--- src/rtl/flow_fifo_pkg.sv ---
// Shared constants for the pipelined flow-control FIFO.
package flow_fifo_pkg;
  localparam int unsigned DATA_WIDTH_DEF = 32;
  localparam int unsigned DEPTH_DEF      = 64;
  localparam int unsigned FLAG_STAGES    = 2;
  localparam logic        VACANT_RST     = 1'h1;
  localparam logic        FLAG_RST       = 1'h0;
  localparam logic        EMPTY_RST      = 1'h1;
endpackage : flow_fifo_pkg

--- src/rtl/pipelined_flow_control_fifo.sv ---
// FIFO with a two-stage output skid pipeline and pipelined status flags.
//
// Functional notes
// - Words are held in storage or the output stages whenever the consumer is not taking them.
// - A word may arrive every cycle and is stored only when qualified valid.
// - An almost-full flag rises before the storage is exhausted.
// - Almost-full reaches the producer through two extra registers.
// - Depth must exceed the almost-full threshold by the stop latency.
// - Almost-full and almost-empty thresholds are configurable inputs.
// - Two cascaded skid stages; pop ripples through both load terms to the storage read.
// - Widely fanned flags are registered through pipeline stages.
// - The occupancy count is one bit wider than log2 of the depth.
// - Occupancy counts stored words plus each occupied output stage.
// - Stage loads follow vacancy and advance; storage reads when stage one loads.
// - Synchronous reset marks both output stages vacant.
`timescale 1ns/1ps
module pipelined_flow_control_fifo
  import flow_fifo_pkg::*;
#(
  parameter int unsigned DATA_WIDTH = flow_fifo_pkg::DATA_WIDTH_DEF,
  parameter int unsigned FIFO_DEPTH = flow_fifo_pkg::DEPTH_DEF,
  parameter int unsigned CW         = $clog2(FIFO_DEPTH) + 1
) (
  input  wire logic                  ref_clk,       // Clock, 125 MHz
  input  wire logic                  resetn,        // Reset, active low
  input  wire logic                  clk_en,        // Freezes state when low
  input  wire logic [DATA_WIDTH-1:0] in_data,       // Producer word
  input  wire logic                  in_valid,      // Word qualifier
  input  wire logic                  pop,           // Consumer takes word
  input  wire logic [CW-1:0]         afull_level,   // Almost-full threshold
  input  wire logic [CW-1:0]         aempty_level,  // Almost-empty threshold
  output logic                       out_valid,     // Output word valid
  output logic                       in_ready,      // Storage not full
  output logic      [DATA_WIDTH-1:0] out_data,      // Output word
  output logic      [CW-1:0]         fill_level,    // Total occupancy
  output logic                       almost_full,   // Delayed almost full
  output logic                       almost_empty,  // Delayed almost empty
  output logic                       overflow_q,    // Valid word refused
  output logic                       underflow_q    // Pop with no word
);
  logic                  rst_q;
  logic                  stage_one_vacant_q;
  logic                  stage_two_vacant_q;
  logic [DATA_WIDTH-1:0] stage_one_data_q;
  logic [DATA_WIDTH-1:0] stage_two_data_q;
  logic [DATA_WIDTH-1:0] store_head;
  logic                  store_empty;
  logic                  store_full;
  logic                  load_one;
  logic                  load_two;
  logic                  store_rd;
  logic                  store_wr;
  logic                  pop_ok;
  logic [CW-1:0]         fill_q;
  logic [CW-1:0]         fill_d;
  logic [FLAG_STAGES-1:0] afull_pipe_q;
  logic [FLAG_STAGES-1:0] aempty_pipe_q;
  logic                  afull_raw;
  logic                  aempty_raw;
  logic [CW-1:0]         afull_eff;
  logic [CW-1:0]         held_q;
  logic [CW-1:0]         held_d;

  localparam logic [CW-1:0] AFULL_CAP = CW'(FIFO_DEPTH - FLAG_STAGES);
  localparam logic [CW-1:0] DEPTH_CW  = CW'(FIFO_DEPTH);

  // Reset is sampled so that no stage flag relies on an asynchronous clear.
  always_ff @(posedge ref_clk or negedge resetn) begin
    if (!resetn) begin
      rst_q <= 1'h1;
    end else begin
      rst_q <= 1'h0;
    end
  end

  assign store_wr = in_valid && !store_full;
  assign pop_ok   = pop && !stage_two_vacant_q;
  assign load_two = stage_two_vacant_q || pop;
  assign load_one = stage_one_vacant_q || load_two;
  assign store_rd = !store_empty && load_one;

  storage_fifo #(
    .WIDTH (DATA_WIDTH),
    .DEPTH (FIFO_DEPTH)
  ) u_store (
    .ref_clk (ref_clk),
    .rst_q   (rst_q),
    .clk_en  (clk_en),
    .wr_en   (store_wr),
    .wr_data (in_data),
    .rd_en   (store_rd),
    .rd_data (store_head),
    .empty_q (store_empty),
    .full_q  (store_full)
  );

  always_ff @(posedge ref_clk) begin
    if (rst_q) begin
      stage_one_vacant_q <= VACANT_RST;
      stage_two_vacant_q <= VACANT_RST;
    end else if (clk_en) begin
      if (load_one) begin
        stage_one_vacant_q <= store_empty;
      end
      if (load_two) begin
        stage_two_vacant_q <= stage_one_vacant_q;
      end
    end
  end

  always_ff @(posedge ref_clk) begin
    if (clk_en && load_one) begin
      stage_one_data_q <= store_head;
    end
    if (clk_en && load_two) begin
      stage_two_data_q <= stage_one_data_q;
    end
  end

  always_comb begin
    fill_d = fill_q;
    if (store_wr && !pop_ok) begin
      fill_d = fill_q + CW'(1);
    end else if (pop_ok && !store_wr) begin
      fill_d = fill_q - CW'(1);
    end
  end

  always_ff @(posedge ref_clk) begin
    if (rst_q) begin
      fill_q <= '0;
    end else if (clk_en) begin
      fill_q <= fill_d;
    end
  end

  // Storage occupancy is mirrored here so that ready leaves a flip-flop
  // instead of an inverter behind the storage full flag.
  always_comb begin
    held_d = held_q;
    if (store_wr && !store_rd) begin
      held_d = held_q + CW'(1);
    end else if (store_rd && !store_wr) begin
      held_d = held_q - CW'(1);
    end
  end

  always_ff @(posedge ref_clk) begin
    if (rst_q) begin
      held_q   <= '0;
      in_ready <= ~FLAG_RST;
    end else if (clk_en) begin
      held_q   <= held_d;
      in_ready <= (held_d != DEPTH_CW);
    end
  end

  always_ff @(posedge ref_clk) begin
    if (rst_q) begin
      out_valid <= ~VACANT_RST;
    end else if (clk_en && load_two) begin
      out_valid <= ~stage_one_vacant_q;
    end
  end

  // threshold capped by stop margin
  // Words still in flight after the flag rises number FLAG_STAGES, so a
  // threshold above the cap would let them overrun storage.
  assign afull_eff  = (afull_level > AFULL_CAP) ? AFULL_CAP : afull_level;
  assign afull_raw  = (fill_q >= afull_eff);
  assign aempty_raw = (fill_q <= aempty_level);

  // Registering the flags trades stop latency for short routing on a
  // signal that gates many producer registers at once.
  genvar gi;
  generate
    for (gi = 0; gi < FLAG_STAGES; gi++) begin : g_flag_pipe
      logic afull_in;
      logic aempty_in;
      if (gi == 0) begin : g_head
        assign afull_in  = afull_raw;
        assign aempty_in = aempty_raw;
      end else begin : g_tail
        assign afull_in  = afull_pipe_q[gi-1];
        assign aempty_in = aempty_pipe_q[gi-1];
      end
      always_ff @(posedge ref_clk) begin
        if (rst_q) begin
          afull_pipe_q[gi]  <= FLAG_RST;
          aempty_pipe_q[gi] <= ~FLAG_RST;
        end else if (clk_en) begin
          afull_pipe_q[gi]  <= afull_in;
          aempty_pipe_q[gi] <= aempty_in;
        end
      end
    end
  endgenerate

  // Events are sticky until reset; nothing else clears them.
  always_ff @(posedge ref_clk) begin
    if (rst_q) begin
      overflow_q  <= FLAG_RST;
      underflow_q <= FLAG_RST;
    end else if (clk_en) begin
      if (in_valid && store_full) begin
        overflow_q <= 1'h1;
      end
      if (pop && stage_two_vacant_q) begin
        underflow_q <= 1'h1;
      end
    end
  end

  assign out_data     = stage_two_data_q;
  assign fill_level   = fill_q;
  assign almost_full  = afull_pipe_q[FLAG_STAGES-1];
  assign almost_empty = aempty_pipe_q[FLAG_STAGES-1];
endmodule : pipelined_flow_control_fifo

--- src/rtl/storage_fifo.sv ---
// Flip-flop storage FIFO with first-word-fall-through read data.
`timescale 1ns/1ps
module storage_fifo
  import flow_fifo_pkg::*;
#(
  parameter int unsigned WIDTH = flow_fifo_pkg::DATA_WIDTH_DEF,
  parameter int unsigned DEPTH = flow_fifo_pkg::DEPTH_DEF,
  parameter int unsigned PW    = $clog2(DEPTH)
) (
  input  wire logic             ref_clk,  // Clock
  input  wire logic             rst_q,    // Synchronous reset, high
  input  wire logic             clk_en,   // Freezes state when low
  input  wire logic             wr_en,    // Write the word
  input  wire logic [WIDTH-1:0] wr_data,  // Word to write
  input  wire logic             rd_en,    // Drop the head word
  output logic      [WIDTH-1:0] rd_data,  // Head word
  output logic                  empty_q,  // No word held
  output logic                  full_q    // Every entry held
);
  logic [WIDTH-1:0] mem_q [DEPTH];
  logic [PW-1:0]    wr_ptr_q;
  logic [PW-1:0]    rd_ptr_q;
  logic [PW:0]      count_q;
  logic [PW:0]      count_d;
  logic             do_wr;
  logic             do_rd;

  localparam logic [PW:0]   DEPTH_W = (PW+1)'(DEPTH);
  localparam logic [PW-1:0] LAST_P  = PW'(DEPTH - 1);

  assign do_wr   = wr_en && !full_q;
  assign do_rd   = rd_en && !empty_q;
  assign rd_data = mem_q[rd_ptr_q];

  always_comb begin
    count_d = count_q;
    if (do_wr && !do_rd) begin
      count_d = count_q + (PW+1)'(1);
    end else if (do_rd && !do_wr) begin
      count_d = count_q - (PW+1)'(1);
    end
  end

  always_ff @(posedge ref_clk) begin
    if (clk_en && do_wr) begin
      mem_q[wr_ptr_q] <= wr_data;
    end
  end

  always_ff @(posedge ref_clk) begin
    if (rst_q) begin
      wr_ptr_q <= '0;
      rd_ptr_q <= '0;
      count_q  <= '0;
      empty_q  <= EMPTY_RST;
      full_q   <= ~EMPTY_RST;
    end else if (clk_en) begin
      if (do_wr) begin
        wr_ptr_q <= (wr_ptr_q == LAST_P) ? '0 : wr_ptr_q + PW'(1);
      end
      if (do_rd) begin
        rd_ptr_q <= (rd_ptr_q == LAST_P) ? '0 : rd_ptr_q + PW'(1);
      end
      count_q <= count_d;
      empty_q <= (count_d == '0);
      full_q  <= (count_d == DEPTH_W);
    end
  end
endmodule : storage_fifo

--- config.mk ---
export PLATFORM = sky130hd
export DESIGN_NAME = pipelined_flow_control_fifo
export DESIGN_NICKNAME = d
export VERILOG_FILES = /design/src/rtl/flow_fifo_pkg.sv /design/src/rtl/pipelined_flow_control_fifo.sv /design/src/rtl/storage_fifo.sv
export SDC_FILE = /design/constraint.sdc
export NUM_CORES = 2
export LEC_CHECK = 0
export BUFFER_PORTS_ARGS = -buffer_cell sky130_fd_sc_hd__buf_2
export CAP_MARGIN = 20
export CORE_MARGIN = 1
export CORE_UTILIZATION = 35
export CTS_BUF_LIST = sky130_fd_sc_hd__clkbuf_16
export CTS_CLUSTER_DIAMETER = 30
export DETAILED_ROUTE_END_ITERATION = 7
export GPL_ROUTABILITY_DRIVEN = 0
export HOLD_SLACK_MARGIN = 0.05
export MAX_ROUTING_LAYER = met4
export PLACE_DENSITY = 0.61
export SLEW_MARGIN = 20
export SYNTH_ARGS = -nofsm -noshare
export SYNTH_HDL_FRONTEND = slang
export SYNTH_SLANG_ARGS = --single-unit
--- constraint.sdc ---
create_clock -name ref_clk -period 3.5 [get_ports ref_clk]
set_input_delay 0.35 -clock ref_clk [delete_from_list [all_inputs] [get_ports ref_clk]]
set_output_delay 0.35 -clock ref_clk [all_outputs]
set_load 0.01 [all_outputs]
==> flow_summary.yaml <==
outcome:
  status: "complete, no violations"
layout:
  drive_above_1_share: 0.370
  synthToLayoutAreaGrowth_pct: 25.3
  stdcell_count: 7628
  fillers: 19650
  final_nets: 4215
  fin_area_mm2: 0.104
place:
  dpl_cell_area_mm2: 0.0894
  place_inst: 6826
  port_buffers: 95
  hpwl_um: 112000
routing:
  wirelength_um: 213000
  drt_first_iter_violations: 4402
  vias: 40728
  via_per_inst: 5.34
  drt_first_pass_iters: 6
  drc_errors: 0
  drt.antenna.violating_nets: 0
  detail_route.wl_per_cell_um: 27.9
die:
  die_h_um: 488
  core-area_mm2: 0.235
  die_w_um: 488
  ios: 96
  die_area_mm2: 0.239
  initial_core_util: 0.352
  fp-row-count: 178
clock_tree:
  cts_buffers: 420
  cts_resized: 0
  clk-insertion-delay-late_ns: 0.99
  cts.sinks: 2158
  path_clk_slew_ns: 0.05
  cts_root_buffer: "clkbuf_16"
  postCtsSetupRepairBufs: 0
  cts_tree: "done"
  max-clock-path-buffers: 4
  cts_hold_buf: 13
  h-tree-depth: 5
hold_path:
  worstHoldPathCells: 1
  hp-start: "in_data[12]"
  hold_end: "u_store.mem_q[29][12]"
  min_path_type: "input port to flip-flop"
global_routing:
  grt_pass1_wl_um: 303000
  antenna_found_initial: 15
  grt_usage: 0.184
  grt_start_max_net_pins: 65
  grt_pass1_vias: 41770
  grt_overflow: 0
logic_synthesis:
  syn_nets: 3643
  ys.warnings.count: 0
  dominantRegCellSynth: "edfxtp_1"
  synthArstFlopShare: 0.000463
  synthCells: 3565
  synth_seq_cells: 2158
  syn-cell-area_mm2: 0.0828
  syn-mean-instance-area_um2: 23.2
  synth_cell_type_count: 58
  ys_seq_area_frac: 0.777
  synth_edf_count: 2112
sta:
  hold_viol: 0
  worst_pin_slew_ns: 1.14
  max_freq_mhz: 303
  slew_viol_final: 0
  relSlewSlack: 0.238
  setup_tns_ns: 0
  min_period_ns: 3.30
  finClkSkew_ns: 0.0847
  fin_crit_sh: 0.942
  rsz0062_at_grt: "no"
  finalSetupViolCount: 0
setup_path:
  worstSetupEndpointType: "flip-flop"
  crit_top_cell: "mux4_2"
  rrSetupSlack_ns: 0.20
  crit_type: "flip-flop to flip-flop"
  path_max_fanout: 28
  critPathSlowestCell: "mux4_2"
  critical_path.startpoint: "u_store.rd_ptr_q[0]"
  r2r_cells: 6
  required_ns: 4.13
  start_kind: "flip-flop"
  r2r-end: "stage_one_data_q[9]"
  regToRegStartpoint: "u_store.rd_ptr_q[0]"
  worstPathCellList: "buf_12 > buf_4 > mux4_2 > mux4_2 > o22ai_1 > nor2_1"
  arrival_ns: 3.92
  cpPeakStageDelay_ns: 0.61
power:
  power_density_mw_per_mm2: 678
  switchingPower_w: 0.0145
  vdd_drop_max_mv: 0.433
  internal-power_w: 0.0558
  sw_frac_of_total: 0.207
  p_comb_frac: 0.038
  seq_power_share: 0.408
  p_clk_frac: 0.554
  leakagePower_nw: 32.6
job:
  max_cap_violations: 0
[worst max-delay path: cells and delay by family, from the launching register on]
family | cells | cell delay (ns)
DFF | 1 | 0.42
muxes | 2 | 1.10
and+or+nand+nor | 1 | 0.12
AOI/OAI and AO/OA | 1 | 0.60
buffers and inverters | 2 | 0.67
[power groups by stage]
stage,registers (W),logic (W),clock network [W]
2_1_floorplan,0.0291,0.00164,0
3_3_place_gp,0.0292,0.00259,0
3_5_place_dp,0.0292,0.00264,0
4_1_cts,0.0287,0.00266,0.0395
5_1_grt,0.0287,0.00287,0.0407
6_report,0.0287,0.00266,0.0390
[metal layers]
metal / wire length [µm] / vias up / global-route usage / part of all wire
li1: - / 16562 / - / -
met1: 85700 / 22028 / 0.239 / 0.40
met2: 104000 / 1818 / 0.288 / 0.49
met3: 17900 / 320 / 0.0438 / 0.084
met4: 4620 / 0 / 0.0544 / 0.022
met5: 0 / - / - / 0
[synthesized netlist by cell type, types with 8 or more instances]
cell type	instances	area [µm²]
a211oi_1	38	285
edfxtp_1	2112	63400
buf_4	22	165
a21oi_1	47	235
o21ai_0	16	80.1
buf_1	14	52.6
inv_1	17	63.8
o22ai_1	30	188
nand2b_1	10	62.6
nand3_1	18	90.1
nor3_1	8	40.0
buf_2	56	280
a22o_1	12	105
xor2_1	15	131
nor2b_1	34	213
ha_1	26	325
nor2_1	130	488
mux2i_1	39	390
clkbuf_1	93	349
dfxtp_1	45	901
xnor2_1	17	149
mux4_2	610	13700
nand2_1	47	176
a221o_1	12	120
[metrics by stage]
step | hold slack (ns) | power (W) | util | worst slack [ns]
after floorplan | 0.202 | 0.0308 | - | 0.394
after global placement | 0.290 | 0.0318 | 0.380 | 0.303
after detailed placement | 0.287 | 0.0318 | 0.380 | 0.292
after CTS | 0.0577 | 0.0708 | 0.440 | 0.232
after global routing | 0.107 | 0.0723 | 0.441 | 0.147
final | 0.114 | 0.0703 | 0.441 | 0.203
[cell families (layout without fill, tap and decap cells)]
logic type,Yosys count,after routing,synth area share
other,2,15,0.0000907
xor gates and xnor gates,32,32,0.00338
DFF,2158,2158,0.777
AOI/OAI and AO/OA,200,200,0.0164
buffers and inverters,210,1110,0.0120
muxes,651,651,0.171
adders and majority gates,27,27,0.00417
and+or+nand+nor,285,285,0.0161
[state kept, by name, indices dropped and copies added, names as in the netlist, 6 cells and up]
name,flops
stage_one_data_q,32
u_store.count_q,7
u_store.mem_q,2048
fill_level,7
held_q,7
out_data,32
u_store.rd_ptr_q,6
u_store.wr_ptr_q,6
[placed cells by master, fill, tap and decap left out, types with 37 or more instances in the layout]
master	netlist	final
a21oi_1	47	47
clkinv_2	0	62
buf_2	56	73
bufinv_16	0	54
mux2i_1	39	39
a211oi_1	38	38
nor2_1	130	67
buf_12	0	80
buf_4	22	152
dfxtp_1	45	40
dlygate4sd3_1	0	37
clkinvlp_4	0	47
nand2_1	47	47
inv_1	17	54
nor2_4	0	63
clkinv_1	1	60
clkbuf_16	0	426
edfxtp_1	2112	2112
mux4_2	610	610
[how the worst max path moves through the flow]
stage,cells after the start,slack (ns),to
CTS,6,0.23,stage_one_data_q[9]
finish,6,0.20,stage_one_data_q[9]
global placement,6,0.30,stage_one_data_q[9]
detailed placement,6,0.29,stage_one_data_q[9]
global route,6,0.15,stage_one_data_q[9]
floorplan,6,0.39,u_store.mem_q[31][0]
[area by class of cell]
class | count | area (µm²) | share of cell area
diodes | 13 | 32.5 | 0.000313
clock inverters | 324 | 3260 | 0.0314
well taps | 3150 | 3940 | 0.0380
flip-flops and latches | 2158 | 64400 | 0.620
repair buffers | 342 | 3480 | 0.0335
clock buffers | 426 | 10700 | 0.103
multi-input cells | 1197 | 18000 | 0.173
inverters | 18 | 67.6 | 0.000651
(Power assumes the default switching activity.)
